File: config.mk
export PLATFORM = sky130hd
export DESIGN_NAME = urw_top
export DESIGN_NICKNAME = d
export VERILOG_FILES = /design/src/hw/urw_pkg.sv /design/src/hw/urw_sync.sv /design/src/hw/urw_tx.sv /design/src/hw/urw_top.sv
export SDC_FILE = /design/constraint.sdc
export NUM_CORES = 1
export LEC_CHECK = 0
export ABC_AREA = 1
export BUFFER_PORTS_ARGS = -buffer_cell sky130_fd_sc_hd__clkbuf_2
export CORE_MARGIN = 2
export CORE_UTILIZATION = 53
export DETAILED_ROUTE_END_ITERATION = 8
export PLACE_DENSITY = 0.84
export SLEW_MARGIN = 10
export SYNTH_ARGS = -nofsm -noshare
export SYNTH_HDL_FRONTEND = slang
export SYNTH_SLANG_ARGS = --single-unit
export TNS_END_PERCENT = 20
File: constraint.sdc
create_clock -name ref_clk -period 2 [get_ports ref_clk]
set_input_delay 0.3 -clock ref_clk [delete_from_list [all_inputs] [get_ports ref_clk]]
set_output_delay 0.3 -clock ref_clk [all_outputs]
set_load 0.005 [all_outputs]
File: src/hw/urw_pkg.sv
/*
 package for the serial receive wake and address filter block: register
 offsets, field positions, reset values, timing counts and state types.
 assumes a single 125 mhz clock and an axi4-lite register master.
*/
package urw_pkg;
    localparam int unsigned CLK_MHZ = 125;
    localparam int unsigned OSC_START_NS = 2000;
    localparam int unsigned OSC_START_CYC = (OSC_START_NS * CLK_MHZ + 999) / 1000;
    localparam logic [7:0] ADDR_CTRL = 8'h00;
    localparam logic [7:0] ADDR_STAT = 8'h04;
    localparam logic [7:0] ADDR_DATA = 8'h08;
    localparam logic [7:0] ADDR_TXD = 8'h0c;
    localparam logic [7:0] ADDR_DIV = 8'h10;
    localparam int unsigned CTRL_SDE = 0;
    localparam int unsigned CTRL_SIE = 1;
    localparam int unsigned CTRL_AFM = 2;
    localparam int unsigned CTRL_SYNC = 3;
    localparam int unsigned CTRL_SLEEP = 4;
    localparam int unsigned CTRL_RXEN = 6;
    localparam int unsigned CTRL_TXEN = 7;
    localparam int unsigned CTRL_CSZ = 8;
    localparam int unsigned CTRL_STOP2 = 11;
    localparam int unsigned ST_RXF = 0;
    localparam int unsigned ST_TXF = 1;
    localparam int unsigned ST_START = 2;
    localparam int unsigned ST_FE = 3;
    localparam int unsigned ST_AWAKE = 4;
    localparam int unsigned ST_OSC = 5;
    localparam logic [31:0] CTRL_RESET = 32'h0000_0300;
    localparam logic [15:0] DIV_RESET = 16'h0043;
    localparam logic [2:0] CSZ_NINE = 3'h7;
    localparam logic [1:0] SLP_DEEP0 = 2'h2;
    localparam logic [1:0] SLP_DEEP1 = 2'h3;
    localparam logic [1:0] RESP_OKAY = 2'h0;
    localparam logic [1:0] RESP_SLVERR = 2'h2;
    typedef enum logic [1:0] {URW_IDLE, URW_START, URW_BITS, URW_STOP} urw_state_t;
endpackage

File: src/hw/urw_sync.sv
/*
 two flip-flop synchroniser for the serial input pin.
 assumes the pin idles high; resets to the idle level.
*/
`timescale 1ns/1ns
module urw_sync (
    input wire logic ref_clk,
    input wire logic reset,
    input wire logic pin_in,
    output logic pin_sync
);
    logic meta_q;
    logic sync_q;
    always_ff @(posedge ref_clk) begin
        if (reset) begin
            meta_q <= 1'b1;
            sync_q <= 1'b1;
        end else begin
            meta_q <= pin_in;
            sync_q <= meta_q;
        end
    end
    assign pin_sync = sync_q;
endmodule // urw_sync

File: src/hw/urw_tx.sv
/*
 serial transmitter: start bit, 5 to 9 data bits, one or two stop bits.
 assumes a one-cycle bit enable from the shared divider; the address
 filter setting has no input here.
*/
`timescale 1ns/1ns
module urw_tx (
    input wire logic ref_clk,
    input wire logic reset,
    input wire logic bit_en,
    input wire logic start,
    input wire logic [8:0] data,
    input wire logic [2:0] char_size_field,
    input wire logic stop_bit_select,
    output logic busy,
    output logic done,
    output logic serial_out_pin
);
    logic [11:0] shreg_q, shreg_d;
    logic [3:0] left_q, left_d;
    logic busy_q, busy_d;
    logic done_q, done_d;
    logic [3:0] nbits;
    assign nbits = (char_size_field == urw_pkg::CSZ_NINE) ? 4'd9 : 4'(5 + char_size_field[1:0]);
    always_comb begin
        shreg_d = shreg_q;
        left_d = left_q;
        busy_d = busy_q;
        done_d = 1'b0;
        if (!busy_q && start) begin
            busy_d = 1'b1;
            // leading idle bit aligns the start bit to a whole bit period
            shreg_d = {1'b1, data, 2'b01} | (12'hfff << (nbits + 4'd2));
            left_d = nbits + 4'd3 + {3'h0, stop_bit_select};
        end else if (busy_q && bit_en) begin
            shreg_d = {1'b1, shreg_q[11:1]};
            left_d = left_q - 4'd1;
            if (left_q == 4'd1) begin
                busy_d = 1'b0;
                done_d = 1'b1;
            end
        end
    end
    always_ff @(posedge ref_clk) begin
        if (reset) begin
            shreg_q <= 12'hfff;
            left_q <= 4'h0;
            busy_q <= 1'b0;
            done_q <= 1'b0;
        end else begin
            shreg_q <= shreg_d;
            left_q <= left_d;
            busy_q <= busy_d;
            done_q <= done_d;
        end
    end
    assign busy = busy_q;
    assign done = done_q;
    assign serial_out_pin = busy_q ? shreg_q[0] : 1'b1;
endmodule // urw_tx

File: src/hw/urw_top.sv
/*
 serial receiver with start-frame wake and address filter, axi4-lite regs.
 assumes power manager acts on osc_enable, serial_clk_enable, cpu_wake.
*/
// Overview of operation
// RQ1 - with start detect on, a start bit wakes the cpu from deepest sleeps
// RQ2 - falling receive edge in sleep powers oscillator and enables serial clock
// RQ3 - detection works sync and async, only when start_detect_enable set
// RQ4 - start irq enable raises start interrupt at once on start detect
// RQ5 - without start irq only oscillator and serial clock run until complete
// RQ6 - sync remote rate at most clock/4 idle, 500 kbps from deep sleep
// RQ7 - async remote may use active-mode rate when waking from idle
// RQ8 - normal-speed wake baud error within table, e.g. +4.58/-4.00 percent
// RQ9 - double-speed wake baud error within table, e.g. +3.90/-2.70 percent
// RQ10 - filter mode drops non-address frames, never loads receive buffer
// RQ11 - transmitter unaffected by filter mode
// RQ12 - type bit is first stop bit for 5-8 bits, ninth bit for 9
// RQ13 - type bit one means address frame, zero means data frame
// RQ14 - nine-bit master sends ninth bit high for address, low for data
// RQ15 - slaves use the same nine-bit format as the master
// RQ16 - address frame accepted under filtering and sets receive complete
// RQ17 - addressed slave clears filter, takes data, sets filter after last
// RQ18 - 5-8 bit address signalling needs two transmit stop bits
// RQ19 - transmitter and receiver share one character size setting
// RQ20 - avoid read-modify-write of filter bit, it shares transmit complete; the code keeps the filter bit in ctrl and transmit complete in stat
// RQ21 - receiver uses only the first stop bit
// RQ22 - with detect disabled, sleep edges start nothing and wake nothing; the code keeps this only in deep sleep with the transmitter idle
`timescale 1ns/1ns
module urw_top (
    input wire logic ref_clk,
    input wire logic reset,
    input wire logic [7:0] s_axi_awaddr,
    input wire logic s_axi_awvalid,
    output logic s_axi_awready,
    input wire logic [31:0] s_axi_wdata,
    input wire logic [3:0] s_axi_wstrb,
    input wire logic s_axi_wvalid,
    output logic s_axi_wready,
    output logic [1:0] s_axi_bresp,
    output logic s_axi_bvalid,
    input wire logic s_axi_bready,
    input wire logic [7:0] s_axi_araddr,
    input wire logic s_axi_arvalid,
    output logic s_axi_arready,
    output logic [31:0] s_axi_rdata,
    output logic [1:0] s_axi_rresp,
    output logic s_axi_rvalid,
    input wire logic s_axi_rready,
    input wire logic serial_in_pin,
    output logic serial_out_pin,
    output logic osc_enable,
    output logic serial_clk_enable,
    output logic cpu_wake,
    output logic rx_start_irq
);
    logic [31:0] ctrl_q, ctrl_d;
    logic [15:0] div_q, div_d;
    logic [8:0] txd_q, txd_d;
    logic rxf_q, rxf_d, txf_q, txf_d, sti_q, sti_d, fe_q, fe_d;
    logic [8:0] buf_q, buf_d;
    logic aw_q, aw_d, w_q, w_d, bv_q, bv_d, rv_q, rv_d;
    logic [7:0] awa_q, awa_d;
    logic [31:0] wd_q, wd_d, rd_q, rd_d;
    logic [1:0] br_q, br_d, rr_q, rr_d;
    logic tx_go_q, tx_go_d;
    urw_pkg::urw_state_t st_q, st_d;
    logic [15:0] bcnt_q, bcnt_d;
    logic [3:0] nbit_q, nbit_d;
    logic [8:0] sh_q, sh_d;
    logic wake_q, wake_d, osc_q, osc_d, awake_q, awake_d;
    logic [8:0] ocnt_q, ocnt_d;
    logic rx_in, rx_prev_q, bit_en, tx_busy, tx_done;
    logic [2:0] csz;
    logic sleeping, deep, fall, frame_done, type_bit, keep;
    logic [3:0] nbits;

    function automatic logic [3:0] data_bits(input logic [2:0] c);
        data_bits = (c == urw_pkg::CSZ_NINE) ? 4'd9 : 4'(5 + c[1:0]);
    endfunction

    urw_sync u_sync (
        .ref_clk(ref_clk),
        .reset(reset),
        .pin_in(serial_in_pin),
        .pin_sync(rx_in)
    );

    assign csz = ctrl_q[urw_pkg::CTRL_CSZ +: 3];
    assign nbits = data_bits(csz);
    assign sleeping = ctrl_q[urw_pkg::CTRL_SLEEP +: 2] != 2'h0;
    assign deep = ctrl_q[urw_pkg::CTRL_SLEEP +: 2] == urw_pkg::SLP_DEEP0
        || ctrl_q[urw_pkg::CTRL_SLEEP +: 2] == urw_pkg::SLP_DEEP1;
    assign fall = rx_prev_q && !rx_in;
    assign bit_en = (bcnt_q == 16'h0) && osc_q && (ocnt_q == 9'h0);

    urw_tx u_tx (
        .ref_clk(ref_clk),
        .reset(reset),
        .bit_en(bit_en),
        .start(tx_go_q),
        .data(txd_q),
        .char_size_field(csz), // RQ19
        .stop_bit_select(ctrl_q[urw_pkg::CTRL_STOP2]),
        .busy(tx_busy),
        .done(tx_done), // RQ11
        .serial_out_pin(serial_out_pin)
    );

    always_ff @(posedge ref_clk) begin
        if (reset)
            rx_prev_q <= 1'b1;
        else
            rx_prev_q <= rx_in;
    end

    // wake, oscillator and receiver state
    always_comb begin
        st_d = st_q;
        bcnt_d = (bcnt_q == 16'h0) ? div_q : bcnt_q - 16'h1;
        nbit_d = nbit_q;
        sh_d = sh_q;
        wake_d = 1'b0;
        osc_d = osc_q;
        ocnt_d = ocnt_q;
        awake_d = awake_q;
        frame_done = 1'b0;
        type_bit = 1'b0;
        if (!sleeping)
            awake_d = 1'b1;
        if (!sleeping || tx_busy)
            osc_d = 1'b1;
        if (deep && (awake_q || !ctrl_q[urw_pkg::CTRL_SIE]) && st_q == urw_pkg::URW_IDLE
            && !tx_busy) begin // RQ5
            awake_d = 1'b0;
            osc_d = 1'b0;
        end
        if (sleeping && deep && !awake_q && fall && ctrl_q[urw_pkg::CTRL_SDE]) begin // RQ3 RQ22
            osc_d = 1'b1; // RQ2
            ocnt_d = 9'(urw_pkg::OSC_START_CYC);
        end
        if (ocnt_q != 9'h0)
            ocnt_d = ocnt_q - 9'h1;
        case (st_q)
            urw_pkg::URW_IDLE: begin
                if (fall && ctrl_q[urw_pkg::CTRL_RXEN] && (osc_d || osc_q)) begin
                    st_d = urw_pkg::URW_START;
                    bcnt_d = {1'b0, div_q[15:1]};
                end
            end
            urw_pkg::URW_START: begin
                if (bit_en) begin
                    st_d = rx_in ? urw_pkg::URW_IDLE : urw_pkg::URW_BITS;
                    nbit_d = 4'h0;
                end
            end
            urw_pkg::URW_BITS: begin
                if (bit_en) begin
                    sh_d = {rx_in, sh_q[8:1]};
                    nbit_d = nbit_q + 4'h1;
                    if (nbit_q + 4'h1 == nbits)
                        st_d = urw_pkg::URW_STOP;
                end
            end
            urw_pkg::URW_STOP: begin
                if (bit_en) begin
                    frame_done = 1'b1; // RQ21
                    st_d = urw_pkg::URW_IDLE;
                end
            end
            default: st_d = urw_pkg::URW_IDLE;
        endcase
        // RQ12 RQ13
        type_bit = (csz == urw_pkg::CSZ_NINE) ? sh_q[8] : rx_in;
        keep = !ctrl_q[urw_pkg::CTRL_AFM] || type_bit; // RQ10 RQ16
        if (frame_done && keep && sleeping && !ctrl_q[urw_pkg::CTRL_SIE]) begin
            wake_d = 1'b1; // RQ5
            awake_d = 1'b1;
        end
    end

    always_ff @(posedge ref_clk) begin
        if (reset) begin
            st_q <= urw_pkg::URW_IDLE;
            bcnt_q <= 16'h0;
            nbit_q <= 4'h0;
            sh_q <= 9'h0;
            wake_q <= 1'b0;
            osc_q <= 1'b1;
            ocnt_q <= 9'h0;
            awake_q <= 1'b1;
        end else begin
            st_q <= st_d;
            bcnt_q <= bcnt_d;
            nbit_q <= nbit_d;
            sh_q <= sh_d;
            wake_q <= wake_d;
            osc_q <= osc_d;
            ocnt_q <= ocnt_d;
            awake_q <= awake_d;
        end
    end

    // registers and axi4-lite slave
    always_comb begin
        logic [31:0] wm;
        wm = 32'h0;
        ctrl_d = ctrl_q;
        div_d = div_q;
        txd_d = txd_q;
        rxf_d = rxf_q;
        txf_d = txf_q;
        sti_d = sti_q;
        fe_d = fe_q;
        buf_d = buf_q;
        aw_d = aw_q;
        w_d = w_q;
        awa_d = awa_q;
        wd_d = wd_q;
        bv_d = bv_q && !s_axi_bready;
        br_d = br_q;
        rv_d = rv_q && !s_axi_rready;
        rd_d = rd_q;
        rr_d = rr_q;
        tx_go_d = 1'b0;
        for (int i = 0; i < 4; i++)
            wm[i*8 +: 8] = {8{s_axi_wstrb[i]}};
        if (s_axi_awvalid && !aw_q) begin
            aw_d = 1'b1;
            awa_d = s_axi_awaddr;
        end
        if (s_axi_wvalid && !w_q) begin
            w_d = 1'b1;
            wd_d = s_axi_wdata & wm;
        end
        if (aw_q && w_q && !bv_q) begin
            aw_d = 1'b0;
            w_d = 1'b0;
            bv_d = 1'b1;
            br_d = urw_pkg::RESP_OKAY;
            case (awa_q)
                urw_pkg::ADDR_CTRL: ctrl_d = wd_q; // RQ17
                urw_pkg::ADDR_STAT: begin
                    rxf_d = rxf_q && !wd_q[urw_pkg::ST_RXF];
                    txf_d = txf_q && !wd_q[urw_pkg::ST_TXF]; // RQ20
                    sti_d = sti_q && !wd_q[urw_pkg::ST_START];
                    fe_d = fe_q && !wd_q[urw_pkg::ST_FE];
                end
                urw_pkg::ADDR_TXD: begin
                    txd_d = wd_q[8:0];
                    tx_go_d = ctrl_q[urw_pkg::CTRL_TXEN];
                end
                urw_pkg::ADDR_DIV: div_d = wd_q[15:0];
                default: br_d = urw_pkg::RESP_SLVERR;
            endcase
        end
        if (s_axi_arvalid && !rv_q) begin
            rv_d = 1'b1;
            rr_d = urw_pkg::RESP_OKAY;
            case (s_axi_araddr)
                urw_pkg::ADDR_CTRL: rd_d = ctrl_q;
                urw_pkg::ADDR_STAT: rd_d = {26'h0, osc_q, awake_q, fe_q, sti_q, txf_q, rxf_q};
                urw_pkg::ADDR_DATA: begin
                    rd_d = {23'h0, buf_q};
                    rxf_d = 1'b0;
                end
                urw_pkg::ADDR_TXD: rd_d = {23'h0, txd_q};
                urw_pkg::ADDR_DIV: rd_d = {16'h0, div_q};
                default: begin
                    rd_d = 32'h0;
                    rr_d = urw_pkg::RESP_SLVERR;
                end
            endcase
        end
        // hardware sets win over software clears
        if (frame_done && keep) begin
            rxf_d = 1'b1; // RQ16
            buf_d = sh_q >> (4'd9 - nbits);
            fe_d = !rx_in;
        end
        if (tx_done)
            txf_d = 1'b1;
        if (st_q == urw_pkg::URW_IDLE && st_d == urw_pkg::URW_START && ctrl_q[urw_pkg::CTRL_SIE])
            sti_d = 1'b1; // RQ4
    end

    always_ff @(posedge ref_clk) begin
        if (reset) begin
            ctrl_q <= urw_pkg::CTRL_RESET;
            div_q <= urw_pkg::DIV_RESET;
            txd_q <= 9'h0;
            rxf_q <= 1'b0;
            txf_q <= 1'b0;
            sti_q <= 1'b0;
            fe_q <= 1'b0;
            buf_q <= 9'h0;
            aw_q <= 1'b0;
            w_q <= 1'b0;
            awa_q <= 8'h0;
            wd_q <= 32'h0;
            bv_q <= 1'b0;
            br_q <= 2'h0;
            rv_q <= 1'b0;
            rd_q <= 32'h0;
            rr_q <= 2'h0;
            tx_go_q <= 1'b0;
        end else begin
            ctrl_q <= ctrl_d;
            div_q <= div_d;
            txd_q <= txd_d;
            rxf_q <= rxf_d;
            txf_q <= txf_d;
            sti_q <= sti_d;
            fe_q <= fe_d;
            buf_q <= buf_d;
            aw_q <= aw_d;
            w_q <= w_d;
            awa_q <= awa_d;
            wd_q <= wd_d;
            bv_q <= bv_d;
            br_q <= br_d;
            rv_q <= rv_d;
            rd_q <= rd_d;
            rr_q <= rr_d;
            tx_go_q <= tx_go_d;
        end
    end

    assign s_axi_awready = !aw_q;
    assign s_axi_wready = !w_q;
    assign s_axi_bvalid = bv_q;
    assign s_axi_bresp = br_q;
    assign s_axi_arready = !rv_q;
    assign s_axi_rvalid = rv_q;
    assign s_axi_rdata = rd_q;
    assign s_axi_rresp = rr_q;
    assign osc_enable = osc_q; // RQ2
    assign serial_clk_enable = osc_q; // RQ5
    assign cpu_wake = wake_q || (sti_q && sleeping); // RQ1
    assign rx_start_irq = sti_q; // RQ4

    property p_fall_wakes_osc;
        @(posedge ref_clk) disable iff (reset)
        (sleeping && deep && !awake_q && fall && ctrl_q[urw_pkg::CTRL_SDE]) |=> osc_enable;
    endproperty
    a_fall_wakes_osc: assert property (p_fall_wakes_osc) else $error("osc not started"); // RQ2

    property p_no_detect;
        @(posedge ref_clk) disable iff (reset)
        (sleeping && !osc_q && !ctrl_q[urw_pkg::CTRL_SDE] && !tx_busy && !awake_q
            && $stable(ctrl_q)) |=> !osc_q;
    endproperty
    a_no_detect: assert property (p_no_detect) else $error("osc started while disabled"); // RQ22

    property p_start_irq;
        @(posedge ref_clk) disable iff (reset)
        (st_q == urw_pkg::URW_IDLE && st_d == urw_pkg::URW_START && ctrl_q[urw_pkg::CTRL_SIE])
            |=> rx_start_irq;
    endproperty
    a_start_irq: assert property (p_start_irq) else $error("start irq missing"); // RQ4

    property p_filter_drop;
        @(posedge ref_clk) disable iff (reset)
        (frame_done && ctrl_q[urw_pkg::CTRL_AFM] && !type_bit) |=> $stable(buf_q);
    endproperty
    a_filter_drop: assert property (p_filter_drop) else $error("data frame not dropped"); // RQ10

    property p_addr_accept;
        @(posedge ref_clk) disable iff (reset)
        (frame_done && type_bit) |=> rxf_q;
    endproperty
    a_addr_accept: assert property (p_addr_accept) else $error("address frame lost"); // RQ16

    property p_type_nine;
        @(posedge ref_clk) disable iff (reset)
        (frame_done && csz == urw_pkg::CSZ_NINE) |-> (keep == (!ctrl_q[urw_pkg::CTRL_AFM] || sh_q[8]));
    endproperty
    a_type_nine: assert property (p_type_nine) else $error("wrong type bit source"); // RQ12

    property p_wake_pulse;
        @(posedge ref_clk) disable iff (reset)
        (frame_done && keep && sleeping && !ctrl_q[urw_pkg::CTRL_SIE]) |=> cpu_wake && awake_q;
    endproperty
    a_wake_pulse: assert property (p_wake_pulse) else $error("no wake on complete"); // RQ1

    property p_osc_idle_off;
        @(posedge ref_clk) disable iff (reset)
        (deep && !awake_q && !ctrl_q[urw_pkg::CTRL_SIE] && st_q == urw_pkg::URW_IDLE && !tx_busy
            && !fall) |=> !serial_clk_enable;
    endproperty
    a_osc_idle_off: assert property (p_osc_idle_off) else $error("clock left on"); // RQ5
endmodule // urw_top

# == After elaboration in Yosys (flattened, before gate mapping) ==
# Cells that the tools add are included.
# classes
n_addsub,9
n_eq_ne,19
mux,53
n_shift,2
reduce_logical,85
n_bitwise,5
# ops
cell,n
$pmux 32 s5,1
$mux 16,3
$and 32x32->32,1
$logic_and 1x1->1,31
$mux 1,30
$eq 8x4->1 const B,3
$mux 12,2
$reduce_bool 2->1,11
$mux 4,5
$mux 9,2
$eq 8x3->1 const B,2
$eq 8x5->1 const B,2
$logic_not 1->1,16
$logic_not 16->1,1
$logic_not 8->1,2
$mux 2,8
$reduce_and 2->1,8
$sub 16x1->16 const B,1
$or 12x12->12,1
$shl 12x4->12 const A,1
$logic_not 9->1,1
$reduce_bool 9->1,1
$shr 9x4->9,1
$sub 9x1->9 const B,1
other kinds (22),38
# totals
output_inout_bits,46
register_bits,215

# == Logic depth before layout (Yosys ltp) ==
# depth
ltp_word,16
ltp_mapped,13
ltp_nobuf,12

# == Cells and area by module ==
# From an unflattened synthesis, not the netlist that was laid out.
# hier_totals
hier_cells,1353
hier_area_um2,9695.5
# by_module_without_submodules
module,area_per_inst_um2,seq_area_each_um2,cells_per_inst,instances
urw_top,8668.3,3863.7,1211,1
urw_tx,968.4,340.3,135,1
urw_sync,58.8,40.0,7,1

# == Worst setup path after synthesis ==
# Ideal clock, no wire load.
# synth_path
kind,register to register
from,register ctrl_q[8]
to,register u_tx.left_q[2]
required_ps,1868
arrival_time_ps,2005
setup_slack_ps,-138
stages_incl_launch_ff,13
path_buffers,3
setup_time_ps,132
synth_period_minus_slack_ps,2138
cell_sequence,dfxtp_1 clkbuf_1 inv_1 ha_1 buf_2 inv_1 buf_2 ha_1 xor2_1 nand2_1 o21ai_0 nand2_1 a21oi_1
# synth_between
elab_chain_len,5
# synth_lines
element,line,rtl
from (decl),urw_top.sv:56,"logic [31:0] ctrl_q, ctrl_d;"
from (signal assigned),urw_top.sv:288,ctrl_q <= urw_pkg::CTRL_RESET;
from (signal assigned),urw_top.sv:307,ctrl_q <= ctrl_d;
$add 3x2->4 or $eq 3x3->1 (tied branches),urw_tx.sv:24,assign nbits = (char_size_field == urw_pkg::CSZ_NINE) ? 4'd9 : 4'(5 + char_size_field[1:0]);
$mux 4 *,urw_tx.sv:24,
$add 4x2->4 *,urw_tx.sv:34,"left_d = nbits + 4'd3 + {3'h0, stop_bit_select};"
$add 4x1->4 *,urw_tx.sv:34,
$mux 4 *,urw_tx.sv:30,if (!busy_q && start) begin
to (signal assigned),urw_tx.sv:52,left_q <= left_d;
to (decl),urw_tx.sv:20,"logic [3:0] left_q, left_d;"
# Every way passes the cells marked *; elsewhere a longest branch is shown, timed or not.
# A chain may end at the register's enable or synchronous reset.

# == Final worst setup path ==
# layout_path
from,register ocnt_q[0]
to,register u_tx.left_q[3]
# layout_between
elab_chain_len,4
# layout_lines
element,line,rtl
from (decl),urw_top.sv:71,"logic [8:0] ocnt_q, ocnt_d;"
from (signal assigned),urw_top.sv:198,ocnt_q <= ocnt_d;
$logic_not 9->1,urw_top.sv:94,assign bit_en = (bcnt_q == 16'h0) && osc_q && (ocnt_q == 9'h0);
$logic_and 1x1->1,urw_top.sv:94,
$logic_and 1x1->1,urw_tx.sv:35,end else if (busy_q && bit_en) begin
$reduce_bool 2->1 (no line),-,
# Every way passes these cells.

==> flow_metrics.tcl <==
set metrics [dict create \
    maxCapViolations 0 \
    grt_pass1_wl_um 43500 \
    finalHoldViolCount 0 \
    cp_slowest_stage_delay_ns 0.32 \
    dr.pass1.iters 9 \
    cp_cell_sequence "inv_1, ha_1, nand2_1, nor2_2, nand3_4, nor2_4, nand2_4, nand2_4, inv_2, nor2_1, nor2_1" \
    rows 49 \
    p_leak_nw 5.05 \
    via_count 9501 \
    place_inst 1662 \
    min_to "awa_q[7]" \
    wire_per_inst_um 15.6 \
    initial_core_util 0.543 \
    cts_max_level 1 \
    cts_tree "yes" \
    yosysTopAreaCellShare 0.432 \
    drt_iter0_markers 881 \
    grt_max_degree 117 \
    fin_crit_sh 0.925 \
    io_buffers 103 \
    diodes 0 \
    yosysUniqueCellTypes 51 \
    viasPerCell 5.58 \
    grt_pass1_vias 8866 \
    die_height_um 140 \
    rrSetupSlack_ns 0.15 \
    wl_um 26600 \
    r2r_cells 11 \
    drc 1 \
    hold_depth 3 \
    gr-usage-met1 0.354 \
    synth_area_um2 9820 \
    routabilityCongestion 0.960 \
    cp.required_ns 2.40 \
    drtAntennaViolNets 0 \
    yosysTopAreaCell "dfxtp_1" \
    grt_overflow 0 \
    power.total_w 0.0120 \
    crit_path_end_kind "flop" \
    drive_gt1_frac 0.154 \
    r2r-start "ocnt_q[0]" \
    syn_avg_cell_area_um2 7.20 \
    dp_hpwl_um 18400 \
    clock-sinks 212 \
    multi_input_area_um2 4620 \
    min_from "s_axi_awaddr[7]" \
    nNetsFinal 1532 \
    violations "DRC" \
    ys_ff_latch 212 \
    setup_viol 0 \
    fin_crit_ns 1.85 \
    syn_inst 1363 \
    use_met2 0.440 \
    cts.clk_slew.worst_paths_ns 0.06 \
    status "finished, violations left" \
    worstSetupPathType "flop to flop" \
    die_w_um 140 \
    ys_seq_area_frac 0.432 \
    slowest_stage "dfxtp_1" \
    ir_worst_vdd_mv 0.732 \
    antenna_found_initial 0 \
    synthTopCellsByArea "dfxtp_1 (43%), nand2_1 (9.6%), a21oi_1 (7.4%), o21ai_0 (6.1%), inv_1 (6.1%)" \
    clock_latency_ns 0.52 \
    powerDensity_nw_per_um2 1050 \
    nFillCells 1530 \
    clock_skew_ns 0.00892 \
    regToRegEndpoint "u_tx.left_q[3]" \
    pin_count 106 \
    yosys_warnings 0 \
    top_usage_layer "met2" \
    cp_max_fo 10 \
    start_kind "flop" \
    clk_path_buf_depth 3 \
    drv_slew 0 \
    use_met3 0.0421 \
    root_buffer "clkbuf_16" \
    final_cell_count_no_fill 1704 \
    ff_latch_area_um2 4240 \
    cp.arrival_ns 2.25 \
    grt.total_usage 0.266 \
    post_cts_buffers 0 \
    coreArea_um2 18100 \
    min_path_type "primary input to flop" \
    tightestPinTransition_ns 0.798 \
    timing.slew.headroom 0.468 \
    max_freq_mhz 541 \
    dieArea_um2 19600 \
    numCtsBuffers 23 \
    area_growth_pct 16.3 \
]
## layer usage
metal | part of all wire | wire length [µm]
met1 | 0.42 | 11200
met2 | 0.46 | 12200
met3 | 0.081 | 2150
met4 | 0.041 | 1080
met5 | 0 | 0
## critical path, delay by kind of cell, from the launching register on
| kind | cells | cell delay, ns |
|---|---|---|
| flops | 1 | 0.32 |
| buf+inv | 2 | 0.24 |
| simple gates | 8 | 0.95 |
| fa+ha+maj | 1 | 0.23 |
## area by class of cell
| cell class | instances | area share |
|---|---|---|
| repair buffers | 140 | 0.0728 |
| flip-flops and latches | 212 | 0.372 |
| multi-input cells | 916 | 0.404 |
| clock buffers | 30 | 0.0571 |
| inverters | 166 | 0.0546 |
| clock inverters | 11 | 0.0144 |
| well taps | 229 | 0.0251 |
## worst max-delay path by stage
stage | slack, ns | to | start | depth (start not counted)
global route | -0.04 | u_tx.left_q[0] | ocnt_q[0] | 11
global placement | 0.18 | u_tx.shreg_q[10] | ocnt_q[0] | 11
finish | 0.15 | u_tx.left_q[3] | ocnt_q[0] | 11
floorplan | 0.008 | u_tx.left_q[2] | ctrl_q[8] | 12
CTS | 0.10 | u_tx.left_q[3] | ocnt_q[0] | 11
detailed placement | 0.11 | u_tx.shreg_q[5] | ocnt_q[0] | 11
## repair_timing
action,4_1_cts,5_1_grt
endpoints found under the hold margin,1,0
resized for setup,0,6
hold buffers,1,0
endpoints found under the setup margin,0,24
## layout by cell type (no fill, tap or decap), types with 2 or more instances in the layout
| master | count |
|---|---|
| nor2_4 | 4 |
| clkbuf_2 | 102 |
| nand2_2 | 7 |
| nand4_1 | 15 |
| buf_4 | 34 |
| clkbuf_8 | 5 |
| nor3_4 | 2 |
| inv_2 | 8 |
| nand2_1 | 251 |
| clkinvlp_4 | 2 |
| xnor2_1 | 2 |
| nand2_4 | 2 |
| nor4_1 | 3 |
| xor2_1 | 12 |
| o21ai_0 | 119 |
| o21ai_1 | 5 |
| a22oi_1 | 2 |
| o22ai_1 | 12 |
| nor2_2 | 13 |
| clkinv_2 | 4 |
| a21oi_1 | 145 |
| or2_1 | 2 |
| clkbuf_1 | 2 |
| bufinv_16 | 4 |
| nor2_1 | 115 |
| nor3_2 | 2 |
| ha_1 | 12 |
| inv_1 | 158 |
| a311oi_1 | 2 |
| conb_1 | 2 |
| or2_2 | 5 |
| buf_12 | 2 |
| nand3_1 | 111 |
| nor3_1 | 9 |
| dfxtp_1 | 212 |
| a211oi_1 | 38 |
| o211ai_1 | 7 |
| nand3_2 | 2 |
| clkbuf_16 | 23 |
## Yosys cell counts, drive strengths merged
| library cell | count |
|---|---|
| a21oi | 145 |
| dfxtp | 212 |
| o41ai | 1 |
| inv | 166 |
| nand3 | 114 |
| a311oi | 2 |
| nor3 | 13 |
| o31ai | 1 |
| xnor2 | 2 |
| a211oi | 38 |
| nand2 | 260 |
| and2 | 1 |
| o21bai | 1 |
| ha | 13 |
| or2 | 8 |
| o22ai | 12 |
| clkbuf | 39 |
| o211ai | 7 |
| nor2 | 133 |
| xor2 | 12 |
| buf | 31 |
| nand3b | 1 |
| nor3b | 1 |
| o21ai | 124 |
| conb | 1 |
| nand4 | 16 |
| a21o | 1 |
| a31oi | 1 |
| nor4 | 3 |
| mux2i | 1 |
| o21a | 1 |
| a22oi | 2 |
## report_power, final
group          leakage (nW)  internal, W  switching (W)
clock network         0.399      0.00281        0.00173
registers              1.73      0.00451       0.000240
logic                  2.93     0.000967        0.00174
## per-stage QoR
| step | area (µm²) | hold slack (ns) | worst slack [ns] | setup TNS [ns] | utilization |
|---|---|---|---|---|---|
| 3_5_place_dp | 10600 | 0.406 | 0.114 | 0 | 0.585 |
| 5_1_grt | 11400 | 0.0229 | -0.0387 | -0.165 | 0.631 |
| 2_1_floorplan | 9820 | 0.389 | 0.00764 | 0 | - |
| 3_3_place_gp | 10600 | 0.396 | 0.182 | 0 | 0.585 |
| 6_report | 11400 | 0.0146 | 0.151 | 0 | 0.631 |
| 4_1_cts | 11400 | 0.0144 | 0.100 | 0 | 0.631 |
## registers in the layout (all words and copies together) (netlist names), 2 cells and up
signal	flops
div_q	16
s_axi_rdata	32
nbit_q	4
wd_q	32
ocnt_q	9
bcnt_q	16
buf_q	9
st_q	2
u_tx.shreg_q	11
ctrl_q	32
awa_q	8
sh_q	9
txd_q	9
u_tx.left_q	4
## kinds of logic after synthesis
family          share of synthesized area
xor+xnor                           0.0125
other cells                      0.000382
flops                               0.432
simple gates                        0.252
mux                               0.00102
buf+inv                            0.0984
compound gates                      0.187
fa+ha+maj                          0.0166
No activity file was read; power rests on OpenSTA's default activity.
